===== src/design/bie_defs.svh =====
// constants of the bus interface error detector: widths, offsets, bits, counts
// included by the package and by every file that uses its macros; definitions only
`ifndef BIE_DEFS_SVH
`define BIE_DEFS_SVH
// widths
`define BIE_AW 32
`define BIE_TAG_W 16
`define BIE_STAT_W 3
`define BIE_CTL_W 4
`define BIE_ERR_W 14
// register byte offsets
`define BIE_OFF_STATUS 5'h00
`define BIE_OFF_MASK 5'h04
`define BIE_OFF_CAPADDR 5'h08
`define BIE_OFF_CAPSTATE 5'h0C
// error status bit positions
`define BIE_E_NXMRD 0
`define BIE_E_NXMWR 1
`define BIE_E_CPE 2
`define BIE_E_CONTROL_TRANSMIT_CHECK_ERROR 3
`define BIE_E_DROP 4
`define BIE_E_COL 5
`define BIE_E_TAGPE 6
`define BIE_E_STATPE 7
`define BIE_E_SHR 8
`define BIE_E_DRT 9
`define BIE_E_STALL 10
`define BIE_E_CNFE 11
`define BIE_E_CA 12
`define BIE_E_SUM 13
// captured state fields
`define BIE_CS_HELD 31
`define BIE_CS_OPWR 3
`define BIE_CS_SHR 2
`define BIE_CS_DRT 1
// cache line status field: shared flag
`define BIE_LS_SHARED 1
// control line positions
`define BIE_CL_ARB 0
`define BIE_CL_CMD 1
`define BIE_CL_WR 2
`define BIE_CL_DATA 3
// reset values
`define BIE_MASK_RST 14'h0000
// timing counts in clk_sys cycles
`define BIE_CNF_TIMEOUT 8
`define BIE_XFER_CYCLES 2
`endif


===== src/design/bie_pkg.sv =====
// types of the bus interface error detector
// relies on bie_defs.svh for every field width except the 3-bit state encoding
package bie_pkg;
`include "bie_defs.svh"
    // sequencer states
    typedef enum logic [2:0] {
        BIE_IDLE = 3'h0,
        BIE_LOOKUP = 3'h1,
        BIE_ARB = 3'h2,
        BIE_CMD = 3'h3,
        BIE_CNF = 3'h4,
        BIE_XFER = 3'h5,
        BIE_DONE = 3'h6,
        BIE_FAIL = 3'h7
    } bie_state_t;
    // processor request
    typedef struct packed {
        logic valid;
        logic loadLock;
        logic store_conditional_request;
        logic [`BIE_AW-1:0] addr;
    } bie_cpu_req_t;
    // cycle acknowledge back to the processor
    typedef struct packed {
        logic valid;
        logic hardErr;
    } bie_cycle_acknowledge_t;
    // backup cache lookup result
    typedef struct packed {
        logic [`BIE_TAG_W-1:0] tag;
        logic tagPar;
        logic [`BIE_STAT_W-1:0] stat;
        logic statPar;
    } bie_cache_t;
    // system bus responses and error reports
    typedef struct packed {
        logic grant;
        logic arbDrop;
        logic arbCol;
        logic confirm;
        logic cmdParErr;
        logic shared;
        logic dirty;
        logic stallErr;
        logic cnfErr;
        logic cmdAddrErr;
    } bie_bus_in_t;
endpackage


===== src/design/bie_error_detect.sv =====
// bus interface error detector: request sequencer, error flags, capture
// assumes all inputs synchronous to clk_sys and an Avalon-MM master
`timescale 1ns/1ps
`default_nettype none
`include "bie_defs.svh"
module bie_error_detect
    import bie_pkg::*;
#(
    parameter int unsigned CNF_TIMEOUT = `BIE_CNF_TIMEOUT,
    parameter int unsigned XFER_CYCLES = `BIE_XFER_CYCLES
) (
    input wire logic clk_sys,
    input wire logic rst,
    input wire logic [4:0] avs_address,
    input wire logic avs_read,
    input wire logic avs_write,
    input wire logic [31:0] avs_writedata,
    output logic [31:0] avs_readdata,
    output logic avs_waitrequest,
    input wire bie_cpu_req_t cpuReq,
    output var bie_cycle_acknowledge_t cpuCack,
    input wire bie_cache_t cacheIn,
    input wire bie_bus_in_t busIn,
    input wire logic [`BIE_CTL_W-1:0] ctlIn,
    output logic [`BIE_CTL_W-1:0] ctlOut,
    output logic [`BIE_CTL_W-1:0] ctlOe,
    output logic [`BIE_AW-1:0] busAddr,
    output logic irq
);
    bie_state_t stFf; // sequencer state
    bie_state_t nxtSt; // next sequencer state
    logic opWrFf; // current bus op is a write
    logic [`BIE_AW-1:0] curAddrFf; // address of request in flight
    logic [3:0] cntFf; // confirm wait / transfer counter
    logic [`BIE_CTL_W-1:0] ctlOutFf; // control lines asserted
    logic [`BIE_CTL_W-1:0] nxtCtl; // control lines for next state
    logic [`BIE_ERR_W-1:0] statusFf; // sticky error flags
    logic [`BIE_ERR_W-1:0] nxtStatus; // next sticky flags
    logic [`BIE_ERR_W-1:0] errSet; // errors seen this cycle
    logic [`BIE_ERR_W-1:0] maskFf; // interrupt enables
    logic heldFf; // capture registers frozen
    logic [`BIE_AW-1:0] capAddrFf; // captured bus address
    logic [3:0] capStFf; // captured op and responses
    logic waitFf; // waitrequest flop
    logic [31:0] rdataFf; // read data flop
    logic irqFf; // interrupt flop
    bie_cycle_acknowledge_t cackFf; // acknowledge flop
    logic tagErr; // tag parity mismatch
    logic statErr; // status parity mismatch
    logic cnfTimeout; // confirm window over
    logic xferLast; // last data cycle
    logic busPhase; // commander owns the bus
    logic acc; // access taken this edge
    logic clrHeld; // software releases capture
    logic [`BIE_ERR_W-1:0] clrBits; // write-one-to-clear bits

    // parity checks on the lookup result
    bie_parity_chk #(.W(`BIE_TAG_W)) uTagChk (
        .data(cacheIn.tag),
        .par(cacheIn.tagPar),
        .err(tagErr)
    );
    bie_parity_chk #(.W(`BIE_STAT_W)) uStatChk (
        .data(cacheIn.stat),
        .par(cacheIn.statPar),
        .err(statErr)
    );

    assign cnfTimeout = (cntFf == 4'(CNF_TIMEOUT - 1));
    assign xferLast = (cntFf == 4'(XFER_CYCLES - 1));
    assign busPhase = (stFf == BIE_CMD) || (stFf == BIE_CNF) || (stFf == BIE_XFER);

    // error detection for the current cycle
    always_comb begin
        errSet = '0;
        // no confirmation inside the window
        errSet[`BIE_E_NXMRD] = (stFf == BIE_CNF) && !opWrFf && cnfTimeout
            && !busIn.confirm;
        errSet[`BIE_E_NXMWR] = (stFf == BIE_CNF) && opWrFf && cnfTimeout
            && !busIn.confirm;
        // parity error reported during our command or confirm phase
        errSet[`BIE_E_CPE] = ((stFf == BIE_CMD) || (stFf == BIE_CNF))
            && busIn.cmdParErr;
        // any line we pull that the bus does not show
        errSet[`BIE_E_CONTROL_TRANSMIT_CHECK_ERROR] = |((ctlOutFf ^ ctlIn) & ctlOutFf);
        errSet[`BIE_E_DROP] = (stFf == BIE_ARB) && opWrFf && busIn.arbDrop;
        errSet[`BIE_E_COL] = ((stFf == BIE_ARB) || busPhase) && busIn.arbCol;
        errSet[`BIE_E_TAGPE] = (stFf == BIE_LOOKUP) && tagErr;
        errSet[`BIE_E_STATPE] = (stFf == BIE_LOOKUP) && statErr;
        // another node answering our write data
        errSet[`BIE_E_SHR] = (stFf == BIE_XFER) && opWrFf && busIn.shared;
        errSet[`BIE_E_DRT] = (stFf == BIE_XFER) && opWrFf && busIn.dirty;
        // synchronisation losses during the write
        errSet[`BIE_E_STALL] = busPhase && opWrFf && busIn.stallErr;
        errSet[`BIE_E_CNFE] = busPhase && opWrFf && busIn.cnfErr;
        errSet[`BIE_E_CA] = busPhase && opWrFf && busIn.cmdAddrErr;
        // summary raised together with its cause
        errSet[`BIE_E_SUM] = errSet[`BIE_E_DROP] | errSet[`BIE_E_COL];
    end

    // next state of the request sequencer
    always_comb begin
        nxtSt = stFf;
        unique case (stFf)
            BIE_IDLE: begin
                // store-conditional looks up the cache first
                if (cpuReq.valid && cpuReq.store_conditional_request) begin
                    nxtSt = BIE_LOOKUP;
                end else if (cpuReq.valid && cpuReq.loadLock) begin
                    nxtSt = BIE_ARB;
                end
            end
            BIE_LOOKUP: begin
                if (cacheIn.stat[`BIE_LS_SHARED]) begin
                    nxtSt = BIE_ARB;
                end else begin
                    nxtSt = BIE_DONE;
                end
            end
            BIE_ARB: begin
                if (busIn.grant) begin
                    nxtSt = BIE_CMD;
                end
            end
            BIE_CMD: begin
                nxtSt = BIE_CNF;
            end
            BIE_CNF: begin
                if (busIn.confirm) begin
                    nxtSt = BIE_XFER;
                end
            end
            BIE_XFER: begin
                if (xferLast) begin
                    nxtSt = BIE_DONE;
                end
            end
            BIE_DONE: begin
                nxtSt = BIE_IDLE;
            end
            BIE_FAIL: begin
                nxtSt = BIE_IDLE;
            end
        endcase
        // any fatal error aborts the request
        if ((|errSet) && (stFf != BIE_IDLE) && (stFf != BIE_DONE)
            && (stFf != BIE_FAIL)) begin
            nxtSt = BIE_FAIL;
        end
    end

    // control lines driven in the next state
    always_comb begin
        nxtCtl = '0;
        nxtCtl[`BIE_CL_ARB] = (nxtSt == BIE_ARB);
        nxtCtl[`BIE_CL_CMD] = (nxtSt == BIE_CMD);
        nxtCtl[`BIE_CL_WR] = (nxtSt == BIE_CMD) && opWrFf;
        nxtCtl[`BIE_CL_DATA] = (nxtSt == BIE_XFER);
    end

    // sequencer registers
    always_ff @(posedge clk_sys) begin
        if (rst) begin
            stFf <= BIE_IDLE;
            opWrFf <= 1'b0;
            curAddrFf <= '0;
            cntFf <= 4'h0;
            ctlOutFf <= '0;
        end else begin
            stFf <= nxtSt;
            ctlOutFf <= nxtCtl;
            // latch the request on acceptance
            if ((stFf == BIE_IDLE) && cpuReq.valid) begin
                opWrFf <= cpuReq.store_conditional_request;
                curAddrFf <= cpuReq.addr;
            end
            // counter restarts on every state change
            if (nxtSt != stFf) begin
                cntFf <= 4'h0;
            end else if (cntFf != 4'hF) begin
                cntFf <= cntFf + 4'h1;
            end
        end
    end

    // acknowledge to the processor, one cycle per request
    always_ff @(posedge clk_sys) begin
        if (rst) begin
            cackFf <= '0;
        end else begin
            cackFf.valid <= (stFf == BIE_DONE) || (stFf == BIE_FAIL);
            cackFf.hardErr <= (stFf == BIE_FAIL);
        end
    end

    // register access decode
    assign acc = (avs_read || avs_write) && !waitFf;
    assign clrBits = (acc && avs_write && (avs_address == `BIE_OFF_STATUS))
        ? avs_writedata[`BIE_ERR_W-1:0] : '0;
    assign clrHeld = acc && avs_write && (avs_address == `BIE_OFF_CAPSTATE)
        && avs_writedata[`BIE_CS_HELD];

    // sticky flags: set wins over a clear in the same cycle
    always_comb begin
        nxtStatus = (statusFf & ~clrBits) | errSet;
        // summary never stands without a drop or collision
        nxtStatus[`BIE_E_SUM] = nxtStatus[`BIE_E_SUM]
            & (nxtStatus[`BIE_E_DROP] | nxtStatus[`BIE_E_COL]);
    end

    // status and mask registers
    always_ff @(posedge clk_sys) begin
        if (rst) begin
            statusFf <= '0;
            maskFf <= `BIE_MASK_RST;
        end else begin
            statusFf <= nxtStatus;
            if (acc && avs_write && (avs_address == `BIE_OFF_MASK)) begin
                maskFf <= avs_writedata[`BIE_ERR_W-1:0];
            end
        end
    end

    // capture of bus state; frozen until released by software
    always_ff @(posedge clk_sys) begin
        if (rst) begin
            heldFf <= 1'b0;
            capAddrFf <= '0;
            capStFf <= 4'h0;
        end else if ((|errSet) && (!heldFf || clrHeld)) begin
            heldFf <= 1'b1;
            capAddrFf <= curAddrFf;
            capStFf <= {opWrFf, busIn.shared, busIn.dirty, 1'b0};
        end else if (clrHeld) begin
            heldFf <= 1'b0;
        end
    end

    // interrupt level from unmasked flags
    always_ff @(posedge clk_sys) begin
        if (rst) begin
            irqFf <= 1'b0;
        end else begin
            irqFf <= |(statusFf & maskFf);
        end
    end

    // slave handshake: one wait cycle, then answer
    always_ff @(posedge clk_sys) begin
        if (rst) begin
            waitFf <= 1'b1;
            rdataFf <= 32'h0000_0000;
        end else begin
            waitFf <= !((avs_read || avs_write) && waitFf);
            if (avs_read && waitFf) begin
                unique case (avs_address)
                    `BIE_OFF_STATUS: rdataFf <= 32'(statusFf);
                    `BIE_OFF_MASK: rdataFf <= 32'(maskFf);
                    `BIE_OFF_CAPADDR: rdataFf <= 32'(capAddrFf);
                    `BIE_OFF_CAPSTATE: rdataFf <= {heldFf, 23'h0, 1'b0, stFf, capStFf};
                    // unmapped reads return zero
                    default: rdataFf <= 32'h0000_0000;
                endcase
            end
        end
    end

    assign avs_readdata = rdataFf;
    assign avs_waitrequest = waitFf;
    assign cpuCack = cackFf;
    assign ctlOut = ctlOutFf;
    assign ctlOe = ctlOutFf;
    assign busAddr = curAddrFf;
    assign irq = irqFf;
endmodule
`default_nettype wire


===== src/design/bie_parity_chk.sv =====
// even parity checker over a stored field and its parity bit
// purely combinational; the caller qualifies the result
`timescale 1ns/1ps
`default_nettype none
module bie_parity_chk #(
    parameter int unsigned W = 8
) (
    input wire logic [W-1:0] data,
    input wire logic par,
    output logic err
);
    // odd count of ones over field plus parity is a failure
    assign err = ^{data, par};
endmodule
`default_nettype wire


===== config.mk =====
export PLATFORM = sky130hd
export DESIGN_NAME = bie_error_detect
export DESIGN_NICKNAME = d
export VERILOG_FILES = /design/src/design/bie_pkg.sv /design/src/design/bie_error_detect.sv /design/src/design/bie_parity_chk.sv
export VERILOG_INCLUDE_DIRS = /design/src /design/src/design
export SDC_FILE = /design/constraint.sdc
export NUM_CORES = 1
export LEC_CHECK = 0
export BUFFER_PORTS_ARGS = -buffer_cell sky130_fd_sc_hd__buf_2
export CAP_MARGIN = 10
export CORE_ASPECT_RATIO = 0.7
export CORE_UTILIZATION = 43
export CTS_CLUSTER_DIAMETER = 150
export CTS_CLUSTER_SIZE = 25
export DETAILED_ROUTE_END_ITERATION = 6
export GPL_ROUTABILITY_DRIVEN = 0
export PLACE_DENSITY = 0.78
export SKIP_LAST_GASP = 1
export SYNTH_ARGS = -nofsm -noshare
export SYNTH_HDL_FRONTEND = slang
export SYNTH_SLANG_ARGS = --single-unit

===== constraint.sdc =====
create_clock -name clk_sys -period 4.3 [get_ports clk_sys]
set_clock_uncertainty 0.15 [all_clocks]
set_input_delay 1.29 -clock clk_sys [delete_from_list [all_inputs] [get_ports clk_sys]]
set_output_delay 1.29 -clock clk_sys [all_outputs]
set_load 0.005 [all_outputs]

==> impl_metrics.toml <==
[status]
status = "finished, final reports clean"

[placement]
portBuffers = 169
placed_area_um2 = 7142
place_hpwl_um = 11620
place_ws_ps = 871.9

[setup_path]
crit_required_ps = 4480
path_class = "in -> reg"
critPathArrivalTime_ps = 3200
crit_buf_inv = 2
critical_path.max_fanout = 35
cp.depth = 8
cpMostUsedCell = "xnor2_1"
path_delay_family = "XOR/XNOR gates"
cp_slowest_stage_delay_ps = 510
slowest_stage = "xnor3_2"
worstSetupEndpointType = "register"
r2r-start = "stFf[2]"
r2r_cells = 7
r2r_slack_ps = 1590
timing.rr.end = "capAddrFf[24]"
cp_cell_sequence = "buf_2 > xnor2_1 > xnor2_1 > xnor3_2 > mux2i_4 > a21oi_4 > buf_12 > mux2i_1"
cp-start-kind = "input pin"

[detailed_routing]
vias = 5424
wl_per_cell_um = 15.70
firstDrtPassIters = 5
drt_iter0_markers = 430
vias_per_cell = 5.185
drtAntennaViolNets = 0
drcViolationCount = 0
routed_wirelength_um = 16420

[die]
die_x_um = 146.0
start_util = 0.4443
die_area_um2 = 15010
rows = 36
pin_count = 187
die-height_um = 102.8
core_area_um2 = 14050

[layout]
fillers = 1293
final_nets = 954
area_growth_pct = 24.05
final_cell_area_um2 = 7745
layout-drive-gt1-share = 0.2740

[synthesis]
synth_top_area_frac = 0.4617
netlist_area_um2 = 6243
syn_inst = 694
yosys_warnings = 0
synth_edf_count = 0
yosysTopAreaCell = "dfxtp_1"
synth_xor_area_frac = 0.03347
muxShareOfSynthArea = 0.1238
ys_seq_elements = 144
synth_compound_area_frac = 0.1341
synth_fa_ha_area_frac = 0.004008
yosys.area_share.simple = 0.1932
ys_types = 61
netlist_top_cells_area = "dfxtp_1 46%, nand2_1 10%, mux2i_1 9.6%"
async_flop_share = 0
synth_flop_cell = "dfxtp_1"
synth_top_family_by_area = "simple AND/OR/NAND/NOR gates"
synth.net_count = 807
synth.avg_cell_area_um2 = 8.996
yosysSeqAreaShare = 0.4617

[clock_tree]
path_clk_slew_ps = 60
clockRootBuffer = "clkbuf_16"
ctsLongestPathBuffers = 2
cts_setup_buffers = 0
tritoncts = "done"
ctsResizeCount = 0
cts_hold_buf = 0
clock_sinks = 144
h-tree-depth = 4
cts_made_buffers = 17
clk-insertion-delay-late_ps = 410

[power]
leakage_nw = 3.409
power_mw = 4.385
ir_worst_vdd_mv = 0.4142
power_density_nw_per_um2 = 566.2

[grt]
antenna_found_initial = 0
grt_pass1_vias = 4765
grt_pass1_wl_um = 25620
grt.overflow.total = 0
grt.total_usage = 0.2208
grt_max_degree = 97

[timing]
worst_pin_slew_ps = 1017
max_clock_freq_mhz = 330.6
fin_hold_ws_ps = 291.5
finalMaxSlewViolations = 0
slew_headroom = 0.3222
min_period_ps = 3025
grt_setup_unrepaired = "false"
setup_violations = 0
layout_setup_ws_ps = 1275
hold_viol = 0
tns_ps = 0
min_period_over_period = 0.7035

[job]
cap_violations = 0

[hold_path]
hp-class = "reg -> reg"
hp-start = "avs_waitrequest"
min_path_cells = 1
min_to = "avs_waitrequest"
[how the worst max path moves through the flow]
stage                 from             to  slack [ps]
6_report       cacheIn[17]  capAddrFf[24]        1280
5_1_grt        cacheIn[17]   capAddrFf[6]        1200
4_1_cts        cacheIn[17]  capAddrFf[24]        1280
3_5_place_dp   cacheIn[12]  capAddrFf[24]         870
3_3_place_gp   cacheIn[17]  capAddrFf[22]         930
2_1_floorplan  cacheIn[12]  capAddrFf[10]        1190
[state kept, by name, summed over array words and instances, names as in the netlist]
signal / flops
capAddrFf: 32
ctlOe: 4
opWrFf: 1
maskFf: 14
avs_waitrequest: 1
cntFf: 4
busAddr: 32
statusFf: 14
avs_readdata: 32
stFf: 3
heldFf: 1
capStFf: 3
irq: 1
cpuCack: 2
[per-stage QoR]
step	utilization	std cells
finish	0.5511	1046
detailed placement	0.5082	1012
CTS	0.5507	1044
floorplan	-	694
global placement	0.5082	1012
global route	0.5507	1044
[placed cells by master (no fill, tap or decap), types with 3 or more instances in the layout]
cell type,n
inv_1,7
and2_1,3
buf_4,9
clkinvlp_4,4
inv_6,5
a22oi_1,41
nor2_1,70
mux2i_1,60
dfxtp_1,144
o211a_1,4
nand3_1,5
buf_2,168
xnor2_1,12
mux4_2,6
nor2b_1,5
clkbuf_16,17
inv_8,3
o21ai_0,10
nor3_1,4
a221oi_1,4
nand2b_1,4
o21a_1,3
a21oi_1,42
nand2_1,173
[cell families (layout without fill, tap and decap cells)]
group           count (synthesis)  count (layout)
compound gates                123             123
xor+xnor                       18              18
fa+ha+maj                       2               2
buf+inv                        58             218
flops                         144             144
mux                            68              68
other cells                     0               2
simple gates                  281             281
[cells in the mapped netlist, types with 2 or more instances]
master and number:
dfxtp_1 144, a22oi_1 41, nor3b_1 2, nor3_1 5, a21oi_1 42, o211ai_1 2, nand3_1 5, buf_4 5
a22o_1 2, nand2_1 173, nor2_1 70, o21ai_0 10, o21ai_2 2, nor2b_1 5, inv_1 7, mux4_2 6
xor2_1 2, o21a_1 3, buf_12 3, a221oi_1 4, buf_6 3, buf_2 2, nand3b_1 2, a31oi_1 2
mux2i_1 60, o211a_1 4, a21o_1 2, xnor2_1 12, clkbuf_1 36, ha_1 2, nand2b_1 4, and2_1 3
[area by class of cell]
| cell class | count | area [um^2] | area share |
|---|---|---|---|
| antenna | 2 | 5.005 | 0.0006462 |
| inverter | 8 | 30.03 | 0.003877 |
| tap | 190 | 237.7 | 0.03069 |
| sequential | 144 | 2883 | 0.3722 |
| multi-input combinational | 492 | 3063 | 0.3955 |
| clock buffer | 17 | 425.4 | 0.05493 |
| clock inverter | 15 | 172.7 | 0.02229 |
| timing repair buffer | 178 | 928.4 | 0.1199 |
[layer usage]
layer  track usage  share of wire  up-vias
li1              -              -     2672
met1        0.3286           0.50     2514
met2        0.3147           0.41      223
met3       0.04602          0.079       15
met4       0.07532          0.013        0
met5             0              0        -
[where the power goes]
| part | switching [mW] | total, mW | internal, mW |
|---|---|---|---|
| clock | 0.611 | 1.49 | 0.874 |
| sequential | 0.160 | 1.65 | 1.49 |
| combinational | 0.686 | 1.25 | 0.561 |
Power figures use the tool's default switching activity.
